[src/common/sram_host_pkg.sv]
`default_nettype none
package sram_host_pkg;
  // ==========================================================
  // Geometry of the memory
  localparam int ADDR_W = 16;
  localparam int DATA_W = 4;
  localparam int WORDS  = 65536;

  // ==========================================================
  // Timing of the slowest grade, in ns, and in clock cycles
  localparam int CLK_PERIOD_NS  = 4;
  localparam int T_RC_NS        = 45;  // Read cycle time
  localparam int T_AA_NS        = 45;  // Address to data valid
  localparam int T_SA_NS        = 0;   // Address set-up to write start
  localparam int T_PWE_NS       = 22;  // Write strobe pulse width
  localparam int T_AW_NS        = 35;  // Address set-up to write end
  localparam int T_HA_NS        = 0;   // Address hold from write end
  localparam int T_HD_NS        = 0;   // Data hold from write end
  localparam int T_WC_NS        = 45;  // Write cycle time
  localparam int T_W2F_NS       = 20;  // write_to_float_delay
  localparam int T_WSETUP_NS    = 15;  // write_data_setup_time
  localparam int T_HZCE_NS      = 15;  // Deselect to high impedance

  localparam int CNT_W = 5;
  // Least times round up to whole cycles, never below one
  function automatic logic [CNT_W-1:0] cyc(input int ns);
    int c;
    c = (ns + CLK_PERIOD_NS - 1) / CLK_PERIOD_NS;
    if (c < 1)
      c = 1;
    return CNT_W'(c);
  endfunction

  localparam logic [CNT_W-1:0] RD_CYC  = cyc(T_AA_NS + CLK_PERIOD_NS);
  localparam logic [CNT_W-1:0] SA_CYC  = cyc(T_SA_NS);
  localparam logic [CNT_W-1:0] WE_CYC  =
    cyc((T_AW_NS > T_W2F_NS + T_WSETUP_NS) ? T_AW_NS
        : T_W2F_NS + T_WSETUP_NS);
  localparam logic [CNT_W-1:0] HLD_CYC = cyc(T_HA_NS + T_HD_NS);
  localparam logic [CNT_W-1:0] GAP_CYC = cyc(T_HZCE_NS);
  localparam logic [CNT_W-1:0] CNT_ZERO = 5'h00;
  localparam logic [CNT_W-1:0] CNT_ONE  = 5'h01;

  // ==========================================================
  // Controller states
  typedef enum logic [2:0] {
    ST_IDLE   = 3'b000,
    ST_READ   = 3'b001,
    ST_WSETUP = 3'b010,
    ST_WPULSE = 3'b011,
    ST_WHOLD  = 3'b100,
    ST_GAP    = 3'b101
  } state_t;
endpackage
`default_nettype wire

[src/hw/cycle_timer.sv]
`default_nettype none
module cycle_timer
  import sram_host_pkg::*;
(
  // Clock and reset
  input  wire logic             i_clk,
  input  wire logic             i_rst_n,
  // Control
  input  wire logic             i_load,
  input  wire logic [CNT_W-1:0] i_count,
  // Status
  output logic                  o_done
);
  logic [CNT_W-1:0] cnt_q;
  logic [CNT_W-1:0] cnt_d;

  // ==========================================================
  // Down counter, done on the last cycle of a phase
  assign o_done = (cnt_q <= CNT_ONE);
  assign cnt_d  = i_load ? i_count
                : (o_done ? CNT_ZERO : cnt_q - CNT_ONE);

  // Count register
  always_ff @(posedge i_clk or negedge i_rst_n)
  begin
    if (!i_rst_n)
      cnt_q <= CNT_ZERO;
    else
      cnt_q <= cnt_d;
  end
endmodule
`default_nettype wire

[src/hw/sram_host_ctrl.sv]
// How it works
// - Outside reset, data and address stay steady from set-up until after the write strobe, which ends the write, has risen.
// - In a read the write strobe stays high throughout.
// - For a read the address is set before or with the falling chip selects.
// - A strobe-controlled write with output gate low lasts at least the float delay plus the data set-up.
`default_nettype none
module sram_host_ctrl
  import sram_host_pkg::*;
(
  // Clock and reset
  input  wire logic              i_clk,
  input  wire logic              i_rst_n,
  // User request
  input  wire logic              i_req_valid,
  input  wire logic              i_req_write,
  input  wire logic [ADDR_W-1:0] i_req_addr,
  input  wire logic [DATA_W-1:0] i_req_wdata,
  output logic                   o_req_ready,
  // User read answer
  output logic                   o_rsp_valid,
  output logic [DATA_W-1:0]      o_rsp_rdata,
  // Memory pins
  output logic [ADDR_W-1:0]      o_addr_pins,
  output logic                   o_first_chip_select_n,
  output logic                   o_second_chip_select_n,
  output logic                   o_write_strobe_n,
  output logic                   o_output_gate_n,
  input  wire logic [DATA_W-1:0] i_data_pins,
  output logic [DATA_W-1:0]      o_data_pins,
  output logic                   o_data_pins_oe
);
  state_t            state_q;
  state_t            state_d;
  logic [ADDR_W-1:0] addr_q;
  logic [DATA_W-1:0] wdata_q;
  logic              sel_q;
  logic              we_q;
  logic              gate_q;
  logic              drive_q;
  logic [DATA_W-1:0] rdata_q;
  logic              rsp_q;
  logic              t_done;
  logic              t_load;
  logic [CNT_W-1:0]  t_count;
  logic              take;
  logic              sel_d;
  logic              we_d;
  logic              gate_d;
  logic              drive_d;
  logic              nxt_read;
  logic              nxt_wsetup;
  logic              nxt_wpulse;
  logic              nxt_whold;
  logic              nxt_write;
  logic              read_end;

  // ==========================================================
  // Phase timer
  cycle_timer u_timer (
    .i_clk   (i_clk),
    .i_rst_n (i_rst_n),
    .i_load  (t_load),
    .i_count (t_count),
    .o_done  (t_done)
  );

  // ==========================================================
  // Request acceptance
  assign o_req_ready = (state_q == ST_IDLE);
  assign take        = o_req_ready && i_req_valid;
  // Last cycle of a read, when the data pins have settled
  assign read_end    = (state_q == ST_READ) && t_done;

  // Next state and timer load
  // A phase of N cycles loads N; the timer flags its last cycle
  always_comb
  begin
    state_d = state_q;
    t_load  = 1'b0;
    t_count = CNT_ZERO;
    case (state_q)
      ST_IDLE:
        if (take)
        begin
          t_load  = 1'b1;
          state_d = i_req_write ? ST_WSETUP : ST_READ;
          t_count = i_req_write ? SA_CYC : RD_CYC;
        end
      ST_READ:
        if (t_done)
        begin
          t_load  = 1'b1;
          t_count = GAP_CYC;
          state_d = ST_GAP;
        end
      ST_WSETUP:
        if (t_done)
        begin
          t_load  = 1'b1;
          t_count = WE_CYC;
          state_d = ST_WPULSE;
        end
      ST_WPULSE:
        if (t_done)
        begin
          t_load  = 1'b1;
          t_count = HLD_CYC;
          state_d = ST_WHOLD;
        end
      ST_WHOLD:
        if (t_done)
        begin
          t_load  = 1'b1;
          t_count = GAP_CYC;
          state_d = ST_GAP;
        end
      ST_GAP:
        if (t_done)
          state_d = ST_IDLE;
      default:
        state_d = ST_IDLE;
    endcase
  end

  // ==========================================================
  // Decode of the coming state
  assign nxt_read   = (state_d == ST_READ);
  assign nxt_wsetup = (state_d == ST_WSETUP);
  assign nxt_wpulse = (state_d == ST_WPULSE);
  assign nxt_whold  = (state_d == ST_WHOLD);
  assign nxt_write  = nxt_wsetup || nxt_wpulse || nxt_whold;

  // Pin levels per state, registered so the pins never glitch
  assign sel_d   = nxt_read || nxt_write;
  assign we_d    = nxt_wpulse;
  assign gate_d  = nxt_read;
  assign drive_d = nxt_write;

  // State register
  always_ff @(posedge i_clk or negedge i_rst_n)
  begin
    if (!i_rst_n)
      state_q <= ST_IDLE;
    else
      state_q <= state_d;
  end

  // Pin registers; reset leaves the memory deselected
  always_ff @(posedge i_clk or negedge i_rst_n)
  begin
    if (!i_rst_n)
    begin
      sel_q   <= 1'b0;
      we_q    <= 1'b0;
      gate_q  <= 1'b0;
      drive_q <= 1'b0;
    end
    else
    begin
      sel_q   <= sel_d;
      we_q    <= we_d;
      gate_q  <= gate_d;
      drive_q <= drive_d;
    end
  end

  // Address and write data, held from take until next take
  // Held through hold and gap so the write end sees no change
  always_ff @(posedge i_clk or negedge i_rst_n)
  begin
    if (!i_rst_n)
    begin
      addr_q  <= {ADDR_W{1'b0}};
      wdata_q <= {DATA_W{1'b0}};
    end
    else if (take)
    begin
      addr_q  <= i_req_addr;
      wdata_q <= i_req_wdata;
    end
  end

  // Read capture at the end of the access
  // Sampled at least a full cycle after the slowest access time
  always_ff @(posedge i_clk or negedge i_rst_n)
  begin
    if (!i_rst_n)
    begin
      rdata_q <= {DATA_W{1'b0}};
      rsp_q   <= 1'b0;
    end
    else
    begin
      rsp_q <= read_end;
      if (read_end)
        rdata_q <= i_data_pins;
    end
  end

  // ==========================================================
  // Pin drive; selects rise after the strobe, and with it only when a reset cuts the pulse
  assign o_addr_pins            = addr_q;
  assign o_first_chip_select_n  = ~sel_q;
  assign o_second_chip_select_n = ~sel_q;
  assign o_write_strobe_n       = ~we_q;
  assign o_output_gate_n        = ~gate_q;
  assign o_data_pins            = wdata_q;
  assign o_data_pins_oe         = drive_q;
  assign o_rsp_valid            = rsp_q;
  assign o_rsp_rdata            = rdata_q;
endmodule
`default_nettype wire

[config.mk]
export PLATFORM = sky130hd
export DESIGN_NAME = sram_host_ctrl
export DESIGN_NICKNAME = d
export VERILOG_FILES = /design/src/common/sram_host_pkg.sv /design/src/hw/cycle_timer.sv /design/src/hw/sram_host_ctrl.sv
export SDC_FILE = /design/constraint.sdc
export NUM_CORES = 1
export LEC_CHECK = 0
export BUFFER_PORTS_ARGS = -buffer_cell sky130_fd_sc_hd__buf_2
export CELL_PAD_IN_SITES_DETAIL_PLACEMENT = 1
export CELL_PAD_IN_SITES_GLOBAL_PLACEMENT = 1
export CORE_MARGIN = 4
export CORE_UTILIZATION = 34
export DETAILED_ROUTE_END_ITERATION = 8
export GPL_TIMING_DRIVEN = 0
export PLACE_DENSITY = 0.83
export SYNTH_ARGS = -nofsm -noshare
export SYNTH_HDL_FRONTEND = slang
export SYNTH_SLANG_ARGS = --single-unit
export TNS_END_PERCENT = 50
[constraint.sdc]
create_clock -name i_clk -period 1.71 [get_ports i_clk]
set_clock_uncertainty 0.15 [all_clocks]
set_input_delay 0.2565 -clock i_clk [delete_from_list [all_inputs] [get_ports i_clk]]
set_output_delay 0.2565 -clock i_clk [all_outputs]
set_load 0.005 [all_outputs]
# Yosys cells after proc, flatten, opt, wreduce, memory -nomap -nowiden
# Cells that the tools add are included.
[op_classes]
add_sub_neg = 1
magnitude_cmp = 1
eq_ne = 9
n_mux = 18
bitwise_logic = 3
reduce_logical = 8
[ops]
columns = ["op", "count"]
rows = [
  ["2-to-1 mux 3 bit", 6],
  ["case mux 4 bit (4 select lines)", 1],
  ["case mux 3 bit (5 select lines)", 1],
  ["equality test 3 x 2 -> 1 bit, second input constant", 4],
  ["2-to-1 mux 4 bit", 3],
  ["2-to-1 mux 5 bit", 2],
  ["equality test 3 bit, second input constant", 3],
  ["equality test 3 x 1 -> 1 bit, second input constant", 2],
  ["less-or-equal comparator 5 x 1 -> 1 bit, second input constant", 1],
  ["subtractor 5 x 1 -> 5 bit, second input constant", 1],
  ["OR reduction 4 bit", 1],
  ["zero test 3 bit", 1],
  ["logical OR 1 bit", 3],
  ["2-to-1 mux 1 bit", 3],
  ["NOT 1 bit", 3],
  ["logical AND 1 bit", 2],
  ["2-to-1 mux 2 bit", 1],
  ["case mux 1 bit (2 select lines)", 1],
  ["OR reduction 2 bit", 1],
]
[totals]
ff_bits = 37
in_bits = 28
out_inout_bits = 31
elab_cells = 50

# Longest topological paths before layout
# Gate-level depths: netlist of the first run.
[logic_depth]
ltp_word = 8
depth_mapped = 5

# Cells and area by module
# From an unflattened synthesis of the first run, not the netlist that was laid out.
[hier_totals]
hier_cells = 137
hier_area_um2 = 1825.5
[modules_own_cells]
columns = ["mod", "instances", "cells_each", "area_each_um2", "seq_area_each_um2"]
rows = [
  ["sram_host_ctrl", 1, 108, 1524.0, 800.8],
  ["cycle_timer", 1, 29, 301.5, 125.1],
]

# Worst setup path before layout of the first run
# No wires, ideal clock.
[synth_timing]
path_type = "reg2reg"
startpoint = "register state_q[1]"
endpoint = "register addr_q[10], in the netlist o_addr_pins[10]"
setup_ps = 127
arrival_ps = 1459
slack_ps = -26
stages_incl_launch_ff = 5
n_path_buf = 2
synth_period_minus_slack_ps = 1736
path_cell_list = "dfrtp_1 buf_6 nor4b_4 buf_6 mux2_1"
[synth_between]
elab_chain_cells = 2
[synth_rtl]
columns = ["item", "line_no", "source"]
rows = [
  ["start, declared", "sram_host_ctrl.sv:32", "state_t state_q;"],
  ["start signal, assigned", "sram_host_ctrl.sv:145", "state_q <= state_d;"],
  ["zero test 3 bit", "sram_host_ctrl.sv:69", "assign o_req_ready = (state_q == ST_IDLE);"],
  ["logical AND 1 bit", "sram_host_ctrl.sv:70", "assign take = o_req_ready && i_req_valid;"],
  ["end signal, assigned", "sram_host_ctrl.sv:173", "addr_q <= {ADDR_W{1'b0}};"],
  ["end signal, assigned", "sram_host_ctrl.sv:178", "addr_q <= i_req_addr;"],
  ["end, declared", "sram_host_ctrl.sv:34", "logic [ADDR_W-1:0] addr_q;"],
]
# No other way between the ends.
# A chain may end at the register's enable or synchronous reset.

# Final worst setup path of the first run
[layout_timing]
startpoint = "register state_q[1]"
endpoint = "register wdata_q[3], in the netlist o_data_pins[3]"
[layout_between]
elab_chain_cells = 2
[layout_rtl]
columns = ["item", "line_no", "source"]
rows = [
  ["zero test 3 bit", "sram_host_ctrl.sv:69", ""],
  ["logical AND 1 bit", "sram_host_ctrl.sv:70", ""],
  ["end signal, assigned", "sram_host_ctrl.sv:174", "wdata_q <= {DATA_W{1'b0}};"],
  ["end signal, assigned", "sram_host_ctrl.sv:179", "wdata_q <= i_req_wdata;"],
  ["end, declared", "sram_host_ctrl.sv:35", "logic [DATA_W-1:0] wdata_q;"],
]
# No other way between the ends.

==> impl_metrics.yaml, run 1 <==
drt:
  drcViolationCount: 0
  routed_wl_microns: 4667
  viasPerCell: 5.043
  num_vias: 1291
  wl_per_cell_microns: 18.23
  drtIter0Drc: 56
  antenna_left: 0
  firstDrtPassIters: 4
logic_synthesis:
  ys_ff_latch: 37
  yosysMostFrequentCell: "dfrtp_1"
  ys.warnings.count: 0
  synthesis.area_sq_um: 1623
  synthTopCellsByCount: "37 x dfrtp_1, 16 x mux2_1, 8 x mux2_2, 6 x a21oi_1, 6 x inv_1"
  synth_edf_count: 0
  synth_cell_types: 33
  synth_area_leaders: "dfrtp_1 57%, mux2_1 11%, mux2_2 5.6%"
  synth_top_cell_by_area: "dfrtp_1"
  synth_ff_type: "dfrtp_1"
  syn-instance-count: 122
  yosysSeqAreaShare_pct: 57.05
  synth_top_area_share_pct: 57.05
  avgSynthCellArea_sq_um: 13.30
  synth-async-reset-ratio_pct: 100.0
  synth_fp_nets: 152
clock_network:
  clockBufferDepth: 2
  cts_tree: "yes"
  cts_root_buf: "clkbuf_8"
  h-tree-depth: 2
  cts_made_buffers: 5
  clk_pin_slew_worst_paths_ns: 0.08
  clk_latency_ns: 0.30
  clkSinkCount: 37
sta:
  slew-limit-headroom_pct: 44.57
  hold_viol_final: 0
  rsz0062_at_grt: "yes"
  slew_viol_final: 0
  setup_violations: 0
  tns_ns: 0
  tightest_slew_ns: 0.8314
  max_freq_ghz: 0.5871
  finalCriticalPeriod_ns: 1.703
  setup_slack_ns: 0.006673
  post-route-period-util_pct: 99.61
layout:
  layout-drive-gt1-share_pct: 57.84
  syn2layout_area_growth_pct: 46.18
  multi_input_area_sq_um: 724.4
  n_antenna_cell: 0
  fillers: 491
  seq_area_sq_um: 930.9
  num-nets-final: 233
placement:
  dp_hpwl_microns: 2877
  pre_cts_slack_ns: -0.1741
  io_buffers: 58
  gp_congestion: 0.7341
global_route:
  grt_overflow_total: 0
  grt_pass1_wl_microns: 6824
  antenna_found_initial: 0
  grtUsageTotal_pct: 14.84
  grt_max_degree: 38
  grt_pass1_vias: 1401
setup_path:
  path_max_fanout: 8
  path_class: "reg -> reg"
  rr_endpoint: "o_data_pins[3]"
  rrSetupSlack_ns: 0.007
  required_ns: 1.74
  startpoint_type: "register"
  r2r_start: "state_q[1]"
  critPathLaunch: "state_q[1]"
  endpoint_kind: "register"
  endpoint: "o_data_pins[3]"
  ff2ff_path_depth: 5
  arrival_ns: 1.74
floorplanning:
  ioPinCount: 59
  rows: 24
  initial_core_util_pct: 36.27
  chipWidth_microns: 77.09
  dieArea_sq_um: 5942
  core_sq_um: 4474
  die_h_microns: 77.09
outcome:
  status: "finished, final reports clean"
job:
  max_cap_viol_count: 0
power_and_ir_drop:
  powerDensity_nw_per_um2: 1939
  power.static_leakage_nw: 1.163
  vdd_drop_max_mv: 0.8258
hold_path:
  hp-class: "in -> reg"
-- power by group --
group / switching, mW / leakage [nW] / internal, mW / total, mW
logic: 0.978 / 0.664 / 1.27 / 2.24
registers: 0.273 / 0.443 / 1.32 / 1.59
clock network: 0.329 / 0.0554 / 0.438 / 0.767
total: 1.58 / 1.16 / 3.02 / 4.60
-- through the flow --
stage	power [mW]	util (%)	cell area, sq um	instances	hold WS (ns)
2_1_floorplan	2.554	-	1623	122	-0.1891
3_3_place_gp	3.146	44.21	1978	232	0.2443
3_5_place_dp	3.228	44.21	1978	232	0.2599
4_1_cts	4.137	48.38	2165	246	0.01961
5_1_grt	4.925	53.02	2372	256	0.01554
6_report	4.600	53.02	2372	256	0.02032
-- flip-flops by register name, summed over array words and instances, names as in the netlist --
signal / flops
gate_q: 1
o_addr_pins: 16
o_data_pins: 4
o_data_pins_oe: 1
o_rsp_rdata: 4
o_rsp_valid: 1
sel_q: 1
state_q: 3
u_timer.cnt_q: 5
we_q: 1
-- logic make-up (layout without fill, tap and decap cells) --
group,Yosys count,in the layout,share of synthesized area (%)
xor+xnor,3,3,1.619
fa+ha+maj,2,2,1.542
flops,37,37,57.05
mux,25,25,17.27
simple gates,26,26,10.56
compound gates,17,17,7.557
buf+inv,12,94,4.395
-- critical path, stage by stage (launching register included) --
cell and delay, ns:
dfrtp_1 0.38, buf_6 0.13, nor4b_4 0.27, buf_6 0.19, buf_8 0.15, mux2_1 0.32
-- worst min-delay path by stage --
stage          cells after the start             end  slack, ns     startpoint
2_1_floorplan                      0          gate_q      -0.19        i_rst_n
3_3_place_gp                       1  o_data_pins[3]       0.24        i_rst_n
3_5_place_dp                       1  o_data_pins[3]       0.26        i_rst_n
4_1_cts                            2  o_addr_pins[0]       0.02  i_req_addr[0]
5_1_grt                            2  o_addr_pins[0]       0.02  i_req_addr[0]
6_report                           2  o_addr_pins[0]       0.02  i_req_addr[0]
-- layout by cell type (no fill, tap or decap), types with 2 or more instances in the layout --
master	instances
a21oi_1	5
a221o_1	2
a22o_1	2
buf_2	58
buf_4	12
buf_6	4
buf_8	2
clkbuf_8	5
dfrtp_1	33
dfrtp_2	4
inv_1	5
mux2_1	7
mux2_2	4
mux2_4	13
nand2b_1	5
nor2_1	4
nor2b_1	2
nor3_1	3
nor3_4	2
nor3b_1	2
or2_2	2
or3_1	2
xor2_1	2
-- final cells by class --
type,instances,area share (%)
flip-flops and latches,37,39.24
multi-input cells,73,30.54
repair buffers,74,19.15
clock buffers,6,3.059
well taps,52,2.743
plain buffers,6,2.690
clock inverters,2,1.635
inverters,6,0.9494
-- metal layers --
layer  wire (microns)  up-vias  part of all wire (%)  global-route usage [%]
li1                 -      592                     -                       -
met1             1846      651                    40                   16.53
met2             2496       39                    53                   25.52
met3              186        9                   4.0                   3.864
met4              137        0                   2.9                   8.541
met5                0        -                     0                       0
-- repair_timing --
action | CTS | global route
cloned | 0 | 1
hold buffers | 1 | 0
gates resized for setup | 7 | 32
setup buffers | 5 | 9
pin swaps | 3 | 5
endpoints found under the hold margin | 37 | 0
endpoints found under the setup margin | 24 | 33
Note: power is estimated with default switching activity, not from simulation.
==> run 2, diff against run 1 <==
==> constraint.sdc (replaced) <==
create_clock -name i_clk -period 1.71 [get_ports i_clk]
set_clock_uncertainty 0.15 [all_clocks]
set_input_delay 0.0855 -clock i_clk [delete_from_list [all_inputs] [get_ports i_clk]]
set_output_delay 0.0855 -clock i_clk [all_outputs]
set_load 0.005 [all_outputs]
==> impl_metrics.yaml, run 2 (synthesized netlist as in run 1, its figures left out) <==
setup_path:
  crit_buf_inv: 1
  path_cells: "inv_2 > ha_4 > o21bai_4 > a211oi_2 > or4_1"
  path_delay_family: "simple AND/OR/NAND/NOR gates"
  path_max_fanout: 6
  required_ns: 1.72
  path_class: "reg -> reg"
  critical_path.slowest_cell: "or4_1"
  endpoint_kind: "register"
  arrival_ns: 1.75
  startpoint_type: "register"
  crit_path_max_incr_delay_ns: 0.52
drt:
  viasPerCell: 5.018
  routed_wl_microns: 5659
  wl_per_cell_microns: 20.00
  antenna_left: 0
  drtIter0Drc: 97
  num_vias: 1420
  drcViolationCount: 0
  firstDrtPassIters: 4
layout:
  multi_input_area_sq_um: 678.2
  n_antenna_cell: 0
  utilization_pct: 58.00
  largest_reg_flops: 16
  most-common-layout-cells: "59 x buf_2, 32 x dfrtp_1, 27 x dlygate4sd3_1"
  final_area_sq_um: 2595
  num-nets-final: 260
  seq_area_sq_um: 932.1
  layout-drive-gt1-share_pct: 49.35
  syn2layout_area_growth_pct: 59.91
  final_common_cell: "buf_2"
  fillers: 480
clock_network:
  clk_latency_ns: 0.30
  clkSinkCount: 37
  clockBufferDepth: 2
  cts_root_buf: "clkbuf_8"
  cts_made_buffers: 5
  clk_pin_slew_worst_paths_ns: 0.09
  cts_tree: "yes"
  h-tree-depth: 2
global_route:
  grt_pass1_vias: 1633
  grt_max_degree: 38
  grt_pass1_wl_microns: 8342
  grtUsageTotal_pct: 18.48
  grt_overflow_total: 0
  antenna_found_initial: 0
sta:
  finalCriticalPeriod_ns: 1.739
  slew-limit-headroom_pct: 43.18
  hold_viol_final: 0
  tightest_slew_ns: 0.8522
  max_freq_ghz: 0.5752
  rsz0062_at_grt: "yes"
  slew_viol_final: 0
  post-route-period-util_pct: 101.7
  setup_slack_ns: -0.02856
  setup_violations: 2
power_and_ir_drop:
  vdd_drop_max_mv: 0.8496
  powerDensity_nw_per_um2: 1770
  power.static_leakage_nw: 1.243
outcome:
  status: "finished with violations"
  violations: "setup timing"
floorplanning:
  rows: 24
  chipWidth_microns: 77.09
  die_h_microns: 77.09
  ioPinCount: 59
  dieArea_sq_um: 5942
  core_sq_um: 4474
  initial_core_util_pct: 36.27
job:
  max_cap_viol_count: 0
placement:
  dp_hpwl_microns: 2877
  io_buffers: 58
  gp_congestion: 0.7341
  dpl-instance-area_sq_um: 1978
  pre_cts_slack_ns: -0.1741
hold_path:
  hp-class: "in -> async"
run 2: power breakdown:
part,internal (mW),switching [mW]
combinational,1.17,1.01
clock,0.439,0.354
sequential,1.32,0.302
total,2.92,1.67
run 2: path summary, 6_finish.rpt:
check,from,endpoint,slack (ns),depth (start not counted)
max reg2reg,u_timer.cnt_q[1],sel_q,-0.03,5
max,u_timer.cnt_q[1],sel_q,-0.03,5
min in group i_clk,o_addr_pins[7],o_addr_pins[7],0.34,1
min,i_rst_n,o_addr_pins[12],0.31,2
min reg2reg,o_addr_pins[7],o_addr_pins[7],0.34,1
max in group asynchronous,i_rst_n,u_timer.cnt_q[0],0.50,2
run 2: final cells by class:
cell class	instances	share of cell area (%)
Inverter	6	0.8679
Multi-Input combinational cell	73	26.13
Timing Repair Buffer	101	28.01
Tap cell	52	2.507
Clock buffer	6	2.797
Sequential cell	37	35.92
Clock inverter	2	1.495
Buffer	6	2.266
run 2: what timing repair did:
item,in CTS,in global routing
gates cloned,0,2
endpoints found under the setup margin,23,34
hold buffers,27,0
resized for setup,4,23
pin swaps,3,5
endpoints found under the hold margin,63,0
setup buffers,5,9
run 2: worst reg2reg max path: cells and delay by family (launching register included):
| family | cells | cell delay [ns] |
|---|---|---|
| fa+ha+maj | 1 | 0.14 |
| compound gates | 2 | 0.25 |
| simple gates | 1 | 0.52 |
| flops | 1 | 0.42 |
| buf+inv | 1 | 0.11 |
run 2: metrics by stage:
stage | setup TNS, ns | total power, mW | instances | hold slack [ns]
2_1_floorplan | 0 | 2.554 | 122 | -0.3601
3_3_place_gp | -2.938 | 3.146 | 232 | 0.07331
3_5_place_dp | -3.442 | 3.228 | 232 | 0.08892
4_1_cts | -0.004279 | 4.170 | 272 | 0.3112
5_1_grt | -0.2774 | 4.877 | 283 | 0.3633
6_report | -0.03801 | 4.593 | 283 | 0.3080
run 2: routing by layer:
| metal | vias up | wire length [microns] | share of wire (%) | global-route usage [%] |
|---|---|---|---|---|
| met4 | 0 | 223 | 3.9 | 10.50 |
| met2 | 50 | 3218 | 57 | 34.15 |
| li1 | 644 | - | - | - |
| met1 | 710 | 2015 | 36 | 19.16 |
| met5 | - | 0 | 0 | 0 |
| met3 | 16 | 202 | 3.6 | 3.981 |
==> run 3, diff against run 2 <==
CORE_MARGIN = 2   (was 4)
CORE_UTILIZATION = 41   (was 34)
PLACE_DENSITY = 0.93   (was 0.83)
clock period = 2.2 ns   (was 1.71 ns; I/O delays follow)
==> impl_metrics.yaml, run 3 (synthesized netlist as in run 1, its figures left out) <==
clock_network:
  cts_made_buffers: 5
  clk_pin_slew_worst_paths_ns: 0.08
  cts_root_buf: "clkbuf_8"
  clkSinkCount: 37
  cts_tree: "yes"
  h-tree-depth: 2
  cts-resized-gates: 0
  clk_latency_ns: 0.29
  clockBufferDepth: 2
floorplanning:
  rows: 22
  die_h_microns: 66.92
  dieArea_sq_um: 4478
  ioPinCount: 59
  core_sq_um: 3744
  chipWidth_microns: 66.92
  initial_core_util_pct: 43.35
hold_path:
  hp-class: "in -> async"
global_route:
  grt_max_degree: 38
  grt_pass1_vias: 1540
  grt_pass1_wl_microns: 7962
  antenna_found_initial: 0
  grtUsageTotal_pct: 25.44
  grt_overflow_total: 0
layout:
  layout-drive-gt1-share_pct: 37.21
  final_common_cell: "buf_2"
  seq_area_sq_um: 925.9
  multi_input_area_sq_um: 625.6
  num-nets-final: 244
  most-common-layout-cells: "58 x buf_2, 37 x dfrtp_1, 27 x dlygate4sd3_1"
  fillers: 423
  syn2layout_area_growth_pct: 43.18
  fin_cells: 263
  n_antenna_cell: 0
  largest_reg_flops: 16
placement:
  pre_cts_slack_ns: 0.2387
  place_inst: 228
  io_buffers: 58
  gp_congestion: 0.8334
  dp_hpwl_microns: 3196
drt:
  viasPerCell: 5.243
  routed_wl_microns: 4998
  drtIter0Drc: 70
  num_vias: 1379
  wl_per_cell_microns: 19.00
  drcViolationCount: 0
  firstDrtPassIters: 4
  antenna_left: 0
sta:
  setup_slack_ns: 0.08813
  setup_violations: 0
  hold_viol_final: 0
  tightest_slew_ns: 0.8063
  finalCriticalPeriod_ns: 2.112
  post-route-period-util_pct: 95.99
  tns_ns: 0
  max_freq_ghz: 0.4735
  slew_viol_final: 0
  rsz0062_at_grt: "no"
  fin_hold_ws_ns: 0.3178
  slew-limit-headroom_pct: 46.25
outcome:
  status: "finished, final reports clean"
setup_path:
  path_max_fanout: 6
  path_class: "reg -> reg"
  endpoint_kind: "register"
  ff2ff_path_depth: 5
  required_ns: 2.22
  arrival_ns: 2.13
  rrSetupSlack_ns: 0.09
  r2r_start: "u_timer.cnt_q[1]"
  startpoint_type: "register"
  rr_endpoint: "o_rsp_rdata[3]"
power_and_ir_drop:
  finalPower_mw: 3.109
  power.static_leakage_nw: 1.121
  powerDensity_nw_per_um2: 1338
  vdd_drop_max_mv: 0.6102
job:
  max_cap_viol_count: 0
-- run 3: power breakdown --
part	internal [mW]	switching [mW]
Clock	0.225	0.232
Sequential	1.02	0.247
Combinational	0.698	0.691
-- run 3: metal layers --
metal  global-route usage, %  vias up  share of wire, %
met5                       0        -                 0
met4                   7.398        0               2.1
li1                        -      616                 -
met2                   51.63       56                60
met1                   23.73      697                33
met3                   7.770       10               4.6
-- run 3: worst max-delay path by stage --
stage                           from              end  slack [ns]  cells after the start
floorplan                 state_q[1]  o_addr_pins[10]        0.46                      4
CTS                 u_timer.cnt_q[1]   o_rsp_rdata[2]        0.22                      5
global route        u_timer.cnt_q[1]   o_rsp_rdata[3]        0.05                      5
global placement          state_q[1]   o_addr_pins[6]        0.33                      4
detailed placement  u_timer.cnt_q[1]   o_rsp_rdata[2]        0.24                      5
finish              u_timer.cnt_q[1]   o_rsp_rdata[3]        0.09                      5
-- run 3: stage by stage --
stage                     instance area, sq um  utilization, %
after floorplan                           1623               -
final                                     2323           62.07
after detailed placement                  1973           52.71
after global placement                    1973           52.71
after global routing                      2323           62.07
after CTS                                 2323           62.07
-- run 3: area by class of cell --
| class | count | share of cell area, % |
|---|---|---|
| Buffer | 6 | 2.100 |
| Clock buffer | 8 | 3.446 |
| Inverter | 6 | 0.9693 |
| Multi-Input combinational cell | 73 | 26.93 |
| Sequential cell | 37 | 39.85 |
| Tap cell | 48 | 2.585 |
| Timing Repair Buffer | 85 | 24.12 |
-- run 3: worst max-delay path, cell delays in order, from the launching register on --
cell and delay (ns):
dfrtp_1 0.43, inv_1 0.12, ha_1 0.19, o21bai_1 0.32, nand4_1 0.40, mux2_2 0.39
-- run 3: timing repair --
action	4_1_cts	5_1_grt
setup endpoints to repair	0	0
hold buffers	27	0
setup buffers	0	0
hold endpoints to repair	63	0
